==> src/core/uvcr_defs.vh <==
/*
 * Constants for the vendor control register bank: register addresses,
 * field positions, reset values and the conversion time.
 * Assumes a 100 MHz register clock and a 6-bit ULPI register address.
 */
// Contract
// RULE1: Vendor range reached by ordinary immediate accesses
// RULE2: Link clears charger enables before USB use
// RULE3: Sink bit gates comparator; clear forces zero
// RULE4: Host port bit swaps charger connections
// RULE5: Detect bit needs voltage and linestate zero
// RULE6: Detect flag mirrored in carkit status
// RULE7: ID register at write, set, clear addresses
// RULE8: Bits 2:0 hold ID resistor code
// RULE9: Done sets after 282 us, mirrored
// RULE10: Reading ID register clears done flag
// RULE11: Carkit read leaves done flag alone
// RULE12: Go bit starts conversion, self-clears
// RULE13: Link keeps bit 5 zero
// RULE14: Enabled done raises alt interrupt
// RULE15: Interrupt enable ORs carkit enable
// RULE16: IO register at write, set, clear addresses
// RULE17: Swap bit exchanges data pins
// RULE18: UART regulator level applies at transmit enable
// RULE19: USB regulator level in other modes
// RULE20: Charger pull-ups, forced on in UART
// RULE21: Set ORs byte, clear removes ones
`ifndef UVCR_DEFS_VH
`define UVCR_DEFS_VH

// Register addresses
`define UVCR_ADDR_CHG      6'h32
`define UVCR_ADDR_ID_WR    6'h36
`define UVCR_ADDR_ID_SET   6'h37
`define UVCR_ADDR_ID_CLR   6'h38
`define UVCR_ADDR_IO_WR    6'h39
`define UVCR_ADDR_IO_SET   6'h3a
`define UVCR_ADDR_IO_CLR   6'h3b

// Charger detection fields
`define UVCR_CHG_SRC       0
`define UVCR_CHG_SINK      1
`define UVCR_CHG_CONTACT   2
`define UVCR_CHG_HOST      3
`define UVCR_CHG_DET       4
`define UVCR_CHG_RST       4'h0

// ID conversion fields
`define UVCR_ID_CODE_LSB   0
`define UVCR_ID_CODE_MSB   2
`define UVCR_ID_DONE       3
`define UVCR_ID_GO         4
`define UVCR_ID_RSVD       5
`define UVCR_ID_IRQEN      6
`define UVCR_ID_WMASK      8'h50
`define UVCR_ID_CODE_ERR   3'h7

// IO and power fields
`define UVCR_IO_SWAP       1
`define UVCR_IO_UREG_LSB   2
`define UVCR_IO_UREG_MSB   3
`define UVCR_IO_PU_DP      4
`define UVCR_IO_PU_DM      5
`define UVCR_IO_SREG_LSB   6
`define UVCR_IO_SREG_MSB   7
`define UVCR_IO_WMASK      8'hfe
`define UVCR_IO_RST        8'h04

// Conversion time
`define UVCR_CONV_US       282
`define UVCR_CLK_MHZ       100
`define UVCR_CONV_CYC      (`UVCR_CONV_US * `UVCR_CLK_MHZ)

`endif

==> src/core/uvcr_sync2.v <==
/*
 * Two-flop synchroniser for a bus of asynchronous levels.
 * Assumes inputs come from analog comparators or pins outside i_mclk.
 */
module uvcr_sync2 #(
    parameter W = 1                   // Bus width
) (
    // Clock and reset
    input  wire         i_mclk,
    input  wire         i_arst_n,
    // Levels
    input  wire [W-1:0] i_async,
    output wire [W-1:0] o_sync
);
    reg [W-1:0] meta_r;               // First stage, read only by second
    reg [W-1:0] sync_r;               // Second stage

    // Two stages, constant reset
    always @(posedge i_mclk or negedge i_arst_n) begin
        if (!i_arst_n) begin
            meta_r <= {W{1'b0}};
            sync_r <= {W{1'b0}};
        end else begin
            meta_r <= i_async;
            sync_r <= meta_r;
        end
    end

    assign o_sync = sync_r;
endmodule // uvcr_sync2

==> src/core/uvcr_conv_timer.v <==
/*
 * Conversion timer: counts the ID resistor conversion time after a start.
 * Assumes a single-cycle start pulse from the register bank.
 */
`include "uvcr_defs.vh"
module uvcr_conv_timer #(
    parameter CONV_CYC = `UVCR_CONV_CYC // Conversion length in cycles
) (
    // Clock and reset
    input  wire i_mclk,
    input  wire i_arst_n,
    // Control
    input  wire i_start,
    output wire o_busy,
    output reg  o_finish
);
    reg [15:0] cnt_r;                 // Remaining cycles
    reg        busy_r;                // Conversion running

    // Count down, pulse finish at end
    always @(posedge i_mclk or negedge i_arst_n) begin
        if (!i_arst_n) begin
            cnt_r    <= 16'h0000;
            busy_r   <= 1'b0;
            o_finish <= 1'b0;
        end else begin
            o_finish <= 1'b0;
            if (i_start && !busy_r) begin
                cnt_r  <= CONV_CYC[15:0] - 16'h0001;
                busy_r <= 1'b1;
            end else if (busy_r) begin
                if (cnt_r == 16'h0000) begin
                    busy_r   <= 1'b0;
                    o_finish <= 1'b1;   // RULE9
                end else begin
                    cnt_r <= cnt_r - 16'h0001;
                end
            end
        end
    end

    assign o_busy = busy_r;
endmodule // uvcr_conv_timer

==> src/core/uvcr_regs.v <==
/*
 * Vendor control register bank of a ULPI transceiver: charger detection,
 * ID resistor conversion and IO/power management.
 * Assumes the ULPI register engine presents one-cycle write/read strobes
 * with a 6-bit address on i_mclk; analog results arrive asynchronously.
 */
`include "uvcr_defs.vh"
module uvcr_regs #(
    parameter CONV_CYC = `UVCR_CONV_CYC // Conversion length, shortenable
) (
    // Clock and reset
    input  wire       i_mclk,
    input  wire       i_arst_n,
    // Register access from ULPI engine
    input  wire       i_reg_wr,
    input  wire       i_reg_rd,
    input  wire [5:0] i_reg_addr,
    input  wire [7:0] i_reg_wdata,
    output reg  [7:0] o_reg_rdata,
    output wire       o_reg_hit,
    // Carkit interrupt side
    input  wire       i_carkit_irq_en,
    input  wire       i_carkit_status_rd,
    output wire       o_carkit_dat_detect,
    output wire [2:0] o_carkit_id_code,
    output wire       o_carkit_id_done,
    output wire       o_alt_int,
    // Mode inputs from the PHY core
    input  wire       i_uart_mode,
    input  wire       i_uart_transmit_path_en,
    input  wire [1:0] i_linestate,
    // Analog inputs
    input  wire       i_dp_voltage_seen,
    input  wire       i_dm_voltage_seen,
    input  wire [2:0] i_id_adc_code,
    // Charger analog controls
    output wire       o_dp_dat_source_voltage_en,
    output wire       o_dm_dat_source_voltage_en,
    output wire       o_dp_dat_sink_en,
    output wire       o_dm_dat_sink_en,
    output wire       o_dp_contact_source_en,
    output wire       o_dm_contact_source_en,
    // ID converter control
    output wire       o_id_conversion_busy,
    // IO and power controls
    output wire       o_data_pin_swap,
    output wire       o_dp_charger_pullup_en,
    output wire       o_dm_charger_pullup_en,
    output reg  [1:0] o_regulator_level
);
    // Register storage
    reg  [3:0] chg_r;                 // Charger enables
    reg  [7:0] id_r;                  // ID conversion register
    reg  [7:0] io_r;                  // IO and power register
    reg  [7:0] id_nxt;                // Next ID register value
    reg  [7:0] io_nxt;                // Next IO register value
    reg        uart_level_live_r;     // UART level taken after transmit enable
    reg        det_r;                 // Registered detect flag

    // Synchronised analog and mode levels
    wire [6:0] sync_w;
    wire       dp_seen_s;
    wire       dm_seen_s;
    wire [2:0] adc_s;
    wire       uart_s;
    wire       txd_s;

    // Conversion timer
    wire       conv_busy;
    wire       conv_finish;
    wire       conv_start;

    // Address decode
    wire       hit_chg;
    wire       hit_id;
    wire       hit_io;

    uvcr_sync2 #(
        .W (7)
    ) u_sync (
        .i_mclk   (i_mclk),
        .i_arst_n (i_arst_n),
        .i_async  ({i_dp_voltage_seen, i_dm_voltage_seen, i_id_adc_code,
                    i_uart_mode, i_uart_transmit_path_en}),
        .o_sync   (sync_w)
    );
    assign dp_seen_s = sync_w[6];
    assign dm_seen_s = sync_w[5];
    assign adc_s     = sync_w[4:2];
    assign uart_s    = sync_w[1];
    assign txd_s     = sync_w[0];

    uvcr_conv_timer #(
        .CONV_CYC (CONV_CYC)
    ) u_timer (
        .i_mclk   (i_mclk),
        .i_arst_n (i_arst_n),
        .i_start  (conv_start),
        .o_busy   (conv_busy),
        .o_finish (conv_finish)
    );

    // Decode the vendor range addresses
    assign hit_chg = (i_reg_addr == `UVCR_ADDR_CHG);                  // RULE1
    assign hit_id  = (i_reg_addr >= `UVCR_ADDR_ID_WR) &&
                     (i_reg_addr <= `UVCR_ADDR_ID_CLR);               // RULE7
    assign hit_io  = (i_reg_addr >= `UVCR_ADDR_IO_WR) &&
                     (i_reg_addr <= `UVCR_ADDR_IO_CLR);               // RULE16
    assign o_reg_hit = hit_chg || hit_id || hit_io;

    // Start on rising go bit while idle
    assign conv_start = id_nxt[`UVCR_ID_GO] && !id_r[`UVCR_ID_GO] && !conv_busy; // RULE12

    // Charger register write
    always @(posedge i_mclk or negedge i_arst_n) begin
        if (!i_arst_n) begin
            chg_r <= `UVCR_CHG_RST;
        end else if (i_reg_wr && hit_chg) begin
            chg_r <= i_reg_wdata[3:0];
        end
    end

    // Detect: sink enabled, voltage on active pin, linestate idle
    always @(posedge i_mclk or negedge i_arst_n) begin
        if (!i_arst_n) begin
            det_r <= 1'b0;
        end else begin
            det_r <= chg_r[`UVCR_CHG_SINK] &&                           // RULE3
                     (chg_r[`UVCR_CHG_HOST] ? dm_seen_s : dp_seen_s) && // RULE4
                     (i_linestate == 2'b00);                            // RULE5
        end
    end
    assign o_carkit_dat_detect = det_r;                                 // RULE6

    // Charger connections, swapped in host port mode
    assign o_dp_dat_source_voltage_en = chg_r[`UVCR_CHG_SRC] && !chg_r[`UVCR_CHG_HOST]; // RULE4
    assign o_dm_dat_source_voltage_en = chg_r[`UVCR_CHG_SRC] &&  chg_r[`UVCR_CHG_HOST];
    assign o_dp_dat_sink_en           = chg_r[`UVCR_CHG_SINK] && !chg_r[`UVCR_CHG_HOST];
    assign o_dm_dat_sink_en           = chg_r[`UVCR_CHG_SINK] &&  chg_r[`UVCR_CHG_HOST];
    assign o_dp_contact_source_en     = chg_r[`UVCR_CHG_CONTACT] && !chg_r[`UVCR_CHG_HOST];
    assign o_dm_contact_source_en     = chg_r[`UVCR_CHG_CONTACT] &&  chg_r[`UVCR_CHG_HOST];

    // ID register next value: write, set or clear access
    always @* begin
        id_nxt = id_r;
        if (i_reg_wr && hit_id) begin
            if (i_reg_addr == `UVCR_ADDR_ID_WR) begin
                id_nxt = (id_r & ~`UVCR_ID_WMASK) | (i_reg_wdata & `UVCR_ID_WMASK);
            end else if (i_reg_addr == `UVCR_ADDR_ID_SET) begin
                id_nxt = id_r | (i_reg_wdata & `UVCR_ID_WMASK);          // RULE21
            end else begin
                id_nxt = id_r & ~(i_reg_wdata & `UVCR_ID_WMASK);         // RULE21
            end
        end
    end

    // ID register update with conversion result and done flag
    always @(posedge i_mclk or negedge i_arst_n) begin
        if (!i_arst_n) begin
            id_r <= 8'h00;
        end else begin
            id_r <= id_nxt;
            // Go bit held by hardware until the conversion ends
            if (conv_busy && !conv_finish) begin
                id_r[`UVCR_ID_GO] <= 1'b1;
            end
            // Reading this register clears done; carkit read does not
            if (i_reg_rd && hit_id) begin
                id_r[`UVCR_ID_DONE] <= 1'b0;                             // RULE10
            end
            // Finish: store code, set done (wins over a clearing read)
            if (conv_finish) begin
                id_r[`UVCR_ID_CODE_MSB:`UVCR_ID_CODE_LSB] <=
                    (adc_s == 3'h6) ? `UVCR_ID_CODE_ERR : adc_s;          // RULE8
                id_r[`UVCR_ID_DONE] <= 1'b1;                             // RULE9
                id_r[`UVCR_ID_GO]   <= 1'b0;                             // RULE12
            end
        end
    end
    assign o_id_conversion_busy = conv_busy;
    assign o_carkit_id_code     = id_r[`UVCR_ID_CODE_MSB:`UVCR_ID_CODE_LSB];
    assign o_carkit_id_done     = id_r[`UVCR_ID_DONE];                   // RULE11

    // Interrupt: enable OR carkit enable, level while done set
    assign o_alt_int = id_r[`UVCR_ID_DONE] &&
                       (id_r[`UVCR_ID_IRQEN] || i_carkit_irq_en);         // RULE14 RULE15

    // IO register next value: write, set or clear access
    always @* begin
        io_nxt = io_r;
        if (i_reg_wr && hit_io) begin
            if (i_reg_addr == `UVCR_ADDR_IO_WR) begin
                io_nxt = i_reg_wdata & `UVCR_IO_WMASK;
            end else if (i_reg_addr == `UVCR_ADDR_IO_SET) begin
                io_nxt = io_r | (i_reg_wdata & `UVCR_IO_WMASK);          // RULE21
            end else begin
                io_nxt = io_r & ~(i_reg_wdata & `UVCR_IO_WMASK);         // RULE21
            end
        end
    end

    // IO register storage
    always @(posedge i_mclk or negedge i_arst_n) begin
        if (!i_arst_n) begin
            io_r <= `UVCR_IO_RST;
        end else begin
            io_r <= io_nxt;
        end
    end

    // UART level becomes live once transmit enable asserts in UART mode
    always @(posedge i_mclk or negedge i_arst_n) begin
        if (!i_arst_n) begin
            uart_level_live_r <= 1'b0;
        end else if (!uart_s) begin
            uart_level_live_r <= 1'b0;
        end else if (txd_s) begin
            uart_level_live_r <= 1'b1;                                   // RULE18
        end
    end

    // Regulator level selection
    always @(posedge i_mclk or negedge i_arst_n) begin
        if (!i_arst_n) begin
            o_regulator_level <= 2'b00;
        end else if (uart_s && uart_level_live_r) begin
            o_regulator_level <= io_r[`UVCR_IO_UREG_MSB:`UVCR_IO_UREG_LSB]; // RULE18
        end else if (!uart_s) begin
            o_regulator_level <= io_r[`UVCR_IO_SREG_MSB:`UVCR_IO_SREG_LSB]; // RULE19
        end
    end

    // Pin swap and pull-ups
    assign o_data_pin_swap        = io_r[`UVCR_IO_SWAP];                 // RULE17
    assign o_dp_charger_pullup_en = io_r[`UVCR_IO_PU_DP] || uart_s;      // RULE20
    assign o_dm_charger_pullup_en = io_r[`UVCR_IO_PU_DM] || uart_s;      // RULE20

    // Read data mux, registered
    always @(posedge i_mclk or negedge i_arst_n) begin
        if (!i_arst_n) begin
            o_reg_rdata <= 8'h00;
        end else if (i_reg_rd) begin
            if (hit_chg) begin
                o_reg_rdata <= {3'h0, det_r, chg_r};
            end else if (hit_id) begin
                o_reg_rdata <= {1'b0, id_r[6:0]};
            end else if (hit_io) begin
                o_reg_rdata <= io_r;
            end else begin
                o_reg_rdata <= 8'h00;
            end
        end
    end
endmodule // uvcr_regs

==> config.mk <==
export PLATFORM = sky130hd
export DESIGN_NAME = uvcr_regs
export DESIGN_NICKNAME = d
export VERILOG_FILES = /design/src/core/uvcr_sync2.v /design/src/core/uvcr_conv_timer.v /design/src/core/uvcr_regs.v
export VERILOG_INCLUDE_DIRS = /design/src /design/src/core
export SDC_FILE = /design/constraint.sdc
export NUM_CORES = 1
export LEC_CHECK = 0
export BUFFER_PORTS_ARGS = -buffer_cell sky130_fd_sc_hd__clkbuf_2
export CAP_MARGIN = 30
export CORE_ASPECT_RATIO = 1.2
export CORE_MARGIN = 1
export CORE_UTILIZATION = 40
export CTS_CLUSTER_DIAMETER = 30
export DETAILED_ROUTE_END_ITERATION = 7
export PLACE_DENSITY_LB_ADDON = 0.3
export SYNTH_ARGS = -nofsm -noshare
export SYNTH_HDL_FRONTEND = slang
export SYNTH_SLANG_ARGS = --single-unit
==> constraint.sdc <==
create_clock -name i_mclk -period 1.9 [get_ports i_mclk]
set_input_delay 0.19 -clock i_mclk [delete_from_list [all_inputs] [get_ports i_mclk]]
set_output_delay 0.19 -clock i_mclk [all_outputs]
set_load 0.1 [all_outputs]
==> results of run 1 <==
-- timing repair --
item | 4_1_cts | 5_1_grt
gates resized for setup | 0 | 4
pin swaps | 1 | 0
hold buffers | 10 | 0
endpoints found under the setup margin | 3 | 7
setup buffers | 1 | 0
hold endpoints to repair | 68 | 0
-- critical path, delay by kind of cell (launching register included) --
family,cells,cell delay (ps)
AOI/OAI and AO/OA,1,130
and+or+nand+nor,3,1460
DFF,1,380
-- worst paths after layout --
kind	cells after the start	start	slack, ps	end
worst max-delay path	4	u_timer.cnt_r[7]	-140	u_timer.cnt_r[12]
worst min-delay path	2	i_reg_wdata[7]	40	io_r[7]
worst max register to register	4	u_timer.cnt_r[7]	-140	u_timer.cnt_r[12]
worst min register to register	0	u_sync.meta_r[2]	350	u_sync.o_sync[2]
max in group asynchronous	3	i_arst_n	1080	u_timer.o_busy
min in group asynchronous	3	i_arst_n	390	o_reg_rdata[3]
-- cells in the mapped netlist (2+ instances only) --
library cell / number
a211oi_1: 8
a21o_1: 2
a21oi_1: 19
a222oi_1: 3
a22o_1: 2
a22oi_1: 2
a31oi_1: 3
and2_1: 6
and4_1: 2
buf_4: 3
clkbuf_1: 6
dfrtp_1: 60
ha_1: 2
inv_1: 5
mux2_2: 7
mux2i_1: 6
nand2_1: 11
nand3_1: 9
nand3b_1: 2
nand4_1: 2
nand4b_1: 5
nor2_1: 25
nor2b_1: 4
nor3_1: 7
nor3b_1: 2
nor4_1: 5
nor4b_1: 2
o211ai_1: 3
o21a_1: 3
o21ai_0: 5
o31ai_1: 6
or2_2: 3
or3_1: 5
or4_1: 6
or4_4: 2
or4b_2: 2
-- state kept, by name (all words and copies together), names as in the netlist --
name / cells
u_sync.o_sync: 7
o_carkit_dat_detect: 1
o_reg_rdata: 8
u_timer.cnt_r: 16
io_r: 7
chg_r: 4
u_sync.meta_r: 7
o_regulator_level: 2
uart_level_live_r: 1
id_r: 6
u_timer.o_busy: 1
u_timer.o_finish: 1
-- metal layers --
metal,up-vias,share of wire
met5,-,0
li1,1151,-
met2,65,0.52
met1,1177,0.42
met3,11,0.047
met4,0,0.018
-- report_power, final --
part / leakage (uW) / switching (uW) / internal [uW]
logic: 0.000802 / 444 / 237
registers: 0.000735 / 95.8 / 1400
clock network: 0.0000926 / 492 / 640
total: 0.00163 / 1030 / 2280
-- cell usage in the layout, fill, tap and decap left out, drive strengths merged, types with 3 or more instances in the layout --
cell type    count
nor3             7
mux2             7
nand4b           5
o31ai            6
and2             6
or4              8
nor2b            4
nor4             5
a31oi            3
or2              3
mux2i            6
nand3            9
o21ai            5
buf             29
a21oi           20
nor2            25
dlygate4sd3     10
nand2           11
clkbuf          65
o21a             3
or3              5
inv              5
o211ai           3
dfrtp           60
a222oi           3
a211oi           8
-- layout make-up --
type / instances / area [sq um]
Fill cell: 610 / 3110
Clock buffer: 12 / 145
Inverter: 5 / 18.8
Tap cell: 87 / 109
Timing Repair Buffer: 92 / 596
Clock inverter: 4 / 50.0
Sequential cell: 61 / 1530
Multi-Input combinational cell: 182 / 1220
-- kinds of logic after synthesis --
kind of cell               Yosys count  share of synthesized area
and+or+nand+nor                    105                      0.218
AOI/OAI and AO/OA                   62                      0.151
DFF                                 61                      0.547
buffers and inverters               16                     0.0260
muxes                               13                     0.0497
adders and majority gates            2                    0.00896
-- stage by stage --
step                 util  instance area (sq um)
finish              0.541                   3660
CTS                 0.539                   3650
global route        0.541                   3660
floorplan               -                   2800
global placement    0.494                   3340
detailed placement  0.494                   3340
==> results by group, run 1 <==
Routing
  • Antenna viol nets, final: 0
  • DR pass1 iterations: 4
  • Routed via count: 2,404
  • Vias per cell: 5.43
  • Final WL: 6660 um
  • WL per Instance: 15.0 um
  • DRC errors left: 0
  • 1st-iter DRT viols: 181

Power and ir drop
  • Tot Pwr: 3310 uW
  • Pleak: 0.00163 uW
  • Power Density: 904 nW/um^2
  • Maximum vdd drop: 0.376 mV

Timing
  • Crit share post-route: 1.07
  • Final hold vios: 0
  • Setup violations, final: 2
  • Hold WS: 35.6 ps
  • Final worst slack: -137 ps
  • Relative slew slack: 0.637
  • Worst slew pin tran: 547 ps
  • Setup Skew: 9.42 ps
  • Final min period: 2040 ps
  • Upper clock frequency limit: 0.491 GHz
  • Slew Viols, Final: 0
  • Unrepaired setup endpoints after global routing: true
  • Setup TNS Final: -208 ps

Die
  • Die area: 7320 sq um
  • Die width: 78.3 um
  • Rows: 33
  • Starting density of the core: 0.412
  • Core Footprint: 6770 sq um
  • I/O pin count: 56
  • Die H: 93.5 um

Global route
  • Met1 usage: 0.236
  • Vias in the first global route: 2,426
  • Met3 Use GR: 0.0488
  • Met2 Track Usage GR: 0.345
  • Initial antenna violation count: 0
  • Total global-route track usage: 0.201
  • Largest net degree at the start of global routing: 38
  • GR Overflow Total: 0
  • First-pass GRT wire length: 11,300 um
  • GRT busiest layer: met2

Synthesis
  • Distinct cells, synth: 50
  • Async set-reset flop share out of synthesis: 1.00
  • Gate Count Post-Synth: 259
  • Ys flop type: dfrtp_1
  • Post-Syn Area: 2790 sq um
  • Post-synth EDFFs: 0
  • Yosys top cell area share: 0.538
  • Seq/Total Area, Yosys: 0.547
  • Top post-synthesis cells by area: dfrtp_1 54%, a21oi_1 3.4%, nor2_1 3.4%
  • Syn Area/Cell: 10.8 sq um
  • Syn nets: 290
  • Seq cells post-synth: 61
  • Yosys warning count: 0
  • Leading area contributor after synthesis: dfrtp_1

Clocking
  • Root Buffer: clkbuf_8
  • TritonCTS clock tree: built
  • Latest clock arrival within the worst-skew pair: 330 ps
  • H-tree levels: 3
  • Sink Count: 61
  • Clock Path Buffers: 2
  • CTS Buf Count: 9
  • Clock slew at reported path FFs: 70 ps

Placement
  • Final HPWL DP: 4820 um
  • IO Port Bufs: 54
  • Pre-CTS WS: -106 ps
  • Gp weighted congestion: 0.856
  • Placed cells: 416

Final layout
  • Area growth, synth to finish: 31.2%
  • Diode count: 0
  • Finished Layout Cells: 443
  • Proportion of layout cells with a drive suffix above 1: 0.340
  • Nets: 382

Outcome
  • Failing checks: negative setup slack
  • Status: finished with violations

Critical path
  • CP arrival: 2300 ps
  • Critical path class: flop to flop
  • Critical path's largest stage delay: 550 ps
  • Crit path launch type: flop
  • Worst path required time: 2160 ps
  • Cell Chain, Critical Path: or4_4, or4_4, or4_1, a21oi_1
  • Crit path max fanout: 3
  • CP max stage cell: or4_4
  • Most frequent cell on the critical path: or4_4
  • Critical path capture point type: flop

Min path
  • Worst hold path class: input pin to flop

Job
  • Max-capacitance violation count: 0
Power figures use the tool's default switching activity.
==> inputs of run 2 (changes only) <==
clock period = 1.7 ns   (was 1.9 ns; I/O delays follow)
==> run 2 against run 1 <==
The flow still finishes with violations (negative setup slack). Critical path depth increased by 2. Final cell count is 5.6% higher. Hold slack lost 18 ps. Sequential share of layout area down 4.1 points. Sequential power is 13% higher. Global-route usage increased by 1.4 points.
==> results by group, run 2 (synthesized netlist as in run 1, its figures left out) <==
Placement
  • Pre-CTS WS: -315 ps
  • Gp weighted congestion: 0.863
  • IO Port Bufs: 54
  • Final HPWL DP: 5070 um

Final layout
  • Largest Register: u_timer.cnt_r
  • Largest register FFs: 16
  • Diode count: 0
  • Commonest non-fill, non-tap cell in the layout: dfrtp_1
  • Nets: 407
  • Proportion of layout cells with a drive suffix above 1: 0.441
  • Fillers: 577
  • Area growth, synth to finish: 46.0%
  • Most frequent cells in the layout: 58 x dfrtp_1, 49 x clkbuf_2, 44 x buf_4
  • Largest regs: u_timer.cnt_r: 16 flops, o_reg_rdata: 8 flops

Die
  • Die width: 78.3 um
  • Die area: 7320 sq um
  • Starting density of the core: 0.412
  • I/O pin count: 56
  • Rows: 33
  • Die H: 93.5 um
  • Core Footprint: 6770 sq um

Global route
  • Met2 Track Usage GR: 0.364
  • GRT busiest layer: met2
  • Total global-route track usage: 0.215
  • Met1 usage: 0.252
  • Initial antenna violation count: 0
  • GR Overflow Total: 0
  • Vias in the first global route: 2,504
  • Met3 Use GR: 0.0400
  • Largest net degree at the start of global routing: 30
  • First-pass GRT wire length: 11,900 um

Critical path
  • CP max stage cell: or4_4
  • Worst path required time: 1980 ps
  • Crit path max fanout: 3
  • Critical path's largest stage delay: 550 ps
  • CP arrival: 2270 ps
  • Crit path launch type: flop
  • Critical path capture point type: flop
  • Critical path class: flop to flop
  • Cell Chain, Critical Path: or4_4, buf_4, buf_6, buf_6, or4_4, a21oi_2

Routing
  • 1st-iter DRT viols: 103
  • Antenna viol nets, final: 0
  • DR pass1 iterations: 4
  • Vias per cell: 5.45
  • WL per Instance: 16.0 um
  • DRC errors left: 0
  • Final WL: 7480 um
  • Routed via count: 2,549

Timing
  • Setup TNS Final: -1180 ps
  • Unrepaired setup endpoints after global routing: true
  • Final hold vios: 0
  • Crit share post-route: 1.17
  • Setup Skew: 11.2 ps
  • Final worst slack: -294 ps
  • Worst slew pin tran: 544 ps
  • Relative slew slack: 0.639
  • Upper clock frequency limit: 0.502 GHz
  • Setup violations, final: 8
  • Slew Viols, Final: 0
  • Final min period: 1990 ps
  • Hold WS: 17.8 ps

Job
  • Max-capacitance violation count: 0

Clocking
  • TritonCTS clock tree: built
  • Root Buffer: clkbuf_8
  • Clock slew at reported path FFs: 70 ps
  • Sink Count: 61
  • CTS Buf Count: 9
  • Clock Path Buffers: 2
  • Latest clock arrival within the worst-skew pair: 340 ps
  • H-tree levels: 3

Outcome
  • Failing checks: negative setup slack
  • Status: finished with violations

Power and ir drop
  • Maximum vdd drop: 0.627 mV
  • Power Density: 994 nW/um^2
  • Pleak: 0.00180 uW

Min path
  • Worst hold path class: input pin to flop
==> run 2: cell types whose count changed in the layout (fill, tap and decap cells not counted), moves of 3 or more <==
cell / before / now
buf_6: 0 / 6
and4_4: 0 / 3
a21oi_1: 19 / 16
clkbuf_2: 53 / 49
or4_4: 2 / 5
or4_1: 6 / 3
buf_4: 28 / 44
buf_2: 0 / 3
==> run 2: what timing repair did <==
item / in CTS / in global routing
setup endpoints to repair: 14 / 18
hold buffers: 12 / 0
endpoints found under the hold margin: 24 / 0
cloned: 0 / 1
setup buffers: 4 / 3
resized for setup: 12 / 28
pin swaps: 11 / 11
==> run 2: cell type report <==
class | count | area (sq um) | share of cell area
clock buffers | 10 | 138 | 0.0338
well taps | 87 | 109 | 0.0267
multi-input cells | 183 | 1370 | 0.337
inverters | 5 | 18.8 | 0.00460
clock inverters | 6 | 86.3 | 0.0212
repair buffers | 116 | 818 | 0.201
flip-flops and latches | 61 | 1530 | 0.376
==> run 2: path summary, 6_finish.rpt <==
kind                                         end        startpoint  slack (ps)  cells after the start
worst max-delay path            u_timer.cnt_r[8]  u_timer.cnt_r[7]        -290                      6
worst max register to register  u_timer.cnt_r[8]  u_timer.cnt_r[7]        -290                      6
max in group asynchronous       u_sync.meta_r[5]          i_arst_n         770                      3
worst min-delay path                     io_r[7]    i_reg_wdata[7]          20                      2
worst min register to register  u_sync.o_sync[6]  u_sync.meta_r[6]         350                      0
min in group asynchronous               chg_r[2]          i_arst_n         320                      2
==> run 2: metrics by stage <==
step	util	cells	instance area, sq um	total power [uW]
finish	0.602	468	4080	4050
CTS	0.582	466	3940	4030
global route	0.602	468	4080	4220
global placement	0.520	434	3520	2520
floorplan	-	259	2830	2170
detailed placement	0.520	434	3520	2540
==> run 2: worst max-delay path: cells and delay by family (launching register included) <==
family	cells	cell delay, ps
buf+inv	3	350
flops	1	380
simple gates	2	1050
compound gates	1	140
==> run 2: per-layer routing <==
metal  vias to the layer above  wire length [um]
li1                       1208                 -
met1                      1248              3140
met2                        72              3840
met3                        21               282
met4                         0               223
met5                         -                 0
==> run 2: power by group <==
| part | switching (uW) | leakage [uW] | internal (uW) |
|---|---|---|---|
| logic | 554 | 0.000955 | 352 |
| clock network | 594 | 0.000112 | 862 |
| registers | 123 | 0.000733 | 1570 |
| total | 1270 | 0.00180 | 2780 |
==> inputs of run 3 (changes only) <==
CELL_PAD_IN_SITES_DETAIL_PLACEMENT = 2   (was default)
CELL_PAD_IN_SITES_GLOBAL_PLACEMENT = 2   (was default)
CORE_UTILIZATION = 31   (was 40)
==> run 3 against run 2 <==
Sequential share of layout area is 1.3 points lower. Routed wire length is 38% higher. Clock skew increased by 4.0 ps. First-iteration DRC count up 12%. Sequential power is essentially flat. Largest power group unchanged. Global-route usage grew 1.0 points. Utilization decreased by 11 points. Fmax increased by 0.54%. Critical path type unchanged. The run still ends with negative setup slack left. Register-to-register slack about the same. Final cell count increased by 8.8%. Design area increased by 3.7%. Largest cell class unchanged. Combinational power rose by 10%.
==> results by group, run 3 (synthesized netlist as in run 1, its figures left out) <==
Placement
  • Gp weighted congestion: 0.798
  • IO Port Bufs: 54
  • Placed cells: 466
  • Pre-CTS WS: -339 ps
  • Final HPWL DP: 6650 um

Global route
  • GR Overflow Total: 0
  • First-pass GRT wire length: 15,800 um
  • Vias in the first global route: 3,059
  • Largest net degree at the start of global routing: 62
  • Total global-route track usage: 0.226
  • Initial antenna violation count: 0

Clocking
  • TritonCTS clock tree: built
  • CTS Buf Count: 9
  • Root Buffer: clkbuf_8
  • Latest clock arrival within the worst-skew pair: 350 ps
  • Clock Path Buffers: 2
  • Clock slew at reported path FFs: 80 ps
  • Sink Count: 61
  • H-tree levels: 3

Timing
  • Final hold vios: 0
  • Setup Skew: 15.1 ps
  • Final worst slack: -283 ps
  • Worst slew pin tran: 553 ps
  • Relative slew slack: 0.633
  • Crit share post-route: 1.17
  • Upper clock frequency limit: 0.504 GHz
  • Final min period: 1980 ps
  • Slew Viols, Final: 0
  • Unrepaired setup endpoints after global routing: true
  • Setup violations, final: 12

Routing
  • Metal-1 WL: 3830 um
  • 1st-iter DRT viols: 115
  • DR WL met3: 326 um
  • DRC errors left: 0
  • Routed via count: 2,716
  • Final WL: 10,300 um
  • DR pass1 iterations: 5
  • DR top layer: met4
  • WL per Instance: 20.3 um
  • Vias per cell: 5.34
  • Antenna viol nets, final: 0
  • DR WL met2: 5980 um

Min path
  • Worst hold path class: input pin to flop
  • Hold Crit Start: i_reg_wdata[7]

Final layout
  • Multi-input logic area: 1410 sq um
  • Final core occ: 0.489
  • Fillers: 925
  • Proportion of layout cells with a drive suffix above 1: 0.472
  • Register area: 1530 sq um
  • Diode count: 0
  • Finished Layout Cells: 509
  • Commonest non-fill, non-tap cell in the layout: dfrtp_1
  • Largest regs: u_timer.cnt_r: 16 flops, o_reg_rdata: 8 flops
  • Nets: 418
  • Most frequent cells in the layout: 57 x dfrtp_1, 56 x buf_4, 48 x clkbuf_2
  • Area growth, synth to finish: 51.4%
  • Largest register FFs: 16
  • Largest Register: u_timer.cnt_r

Die
  • I/O pin count: 56
  • Core Footprint: 8660 sq um
  • Starting density of the core: 0.323
  • Die width: 88.6 um
  • Die H: 106 um
  • Rows: 37
  • Die area: 9390 sq um

Power and ir drop
  • Pleak: 0.00186 uW
  • Power Density: 987 nW/um^2
  • Maximum vdd drop: 0.615 mV

Critical path
  • Worst path required time: 1920 ps
  • Worst flop-to-flop path startpoint: u_timer.cnt_r[5]
  • Register-to-register setup slack: -280 ps
  • Crit path max fanout: 3
  • Crit path launch: u_timer.cnt_r[5]
  • Critical path class: flop to flop
  • CP arrival: 2200 ps
  • Crit path launch type: flop
  • Critical path capture point type: flop

Job
  • Max-capacitance violation count: 0

Outcome
  • Status: finished with violations
  • Failing checks: negative setup slack
## run 3: cell count changes in the layout (fill, tap and decap cells not counted), moves of 2 or more
cell | before | now
buf_4 | 44 | 56
clkbuf_4 | 0 | 2
nor4_2 | 2 | 0
nor4_4 | 1 | 3
o21ai_0 | 5 | 3
o31ai_1 | 5 | 3
## run 3: report_power, final
group	leakage (uW)	internal, uW	switching (uW)
clock	0.000106	830	651
combinational	0.00102	390	611
sequential	0.000733	1570	125
## run 3: worst max-delay path, cell delays in order (launching register included)
cell	delay [ps]
dfrtp_1	390
or4_4	550
or3_4	360
o31ai_2	180
or3b_1	390
## run 3: metal layers
metal | track usage | vias to the layer above
met5 | 0 | -
li1 | - | 1230
met4 | 0.0737 | 0
met2 | 0.424 | 72
met1 | 0.241 | 1395
met3 | 0.0528 | 19
## run 3: final timing paths
path,depth (start not counted),endpoint
max,4,u_timer.cnt_r[11]
min,2,io_r[7]
max reg2reg,4,u_timer.cnt_r[11]
min reg2reg,0,u_sync.o_sync[4]
max in group asynchronous,3,io_r[2]
min in group asynchronous,3,id_r[2]
## run 3: per-stage QoR
step	TNS [ps]	hold WS, ps	total power (uW)	instance area [sq um]
3_3_place_gp	-1010	211	2540	3570
2_1_floorplan	-1730	-126	2170	2830
3_5_place_dp	-2150	221	2570	3570
4_1_cts	-1110	6.58	4120	4030
6_report	-1430	23.4	4170	4230
5_1_grt	-2200	12.8	4360	4230
## run 3: cell type report
cell class | instances | area share
clock buffers | 9 | 0.0293
clock inverters | 7 | 0.0231
inverters | 5 | 0.00444
multi-input cells | 183 | 0.334
flip-flops and latches | 61 | 0.363
well taps | 117 | 0.0346
repair buffers | 127 | 0.212
## run 3: what timing repair did
item                                    CTS  global route
endpoints found under the setup margin   16            18
hold buffers                             10             1
resized for setup                        17            36
pin swaps                                11            11
endpoints found under the hold margin    69             1
buffers inserted                         10             9
cloned                                    1             0
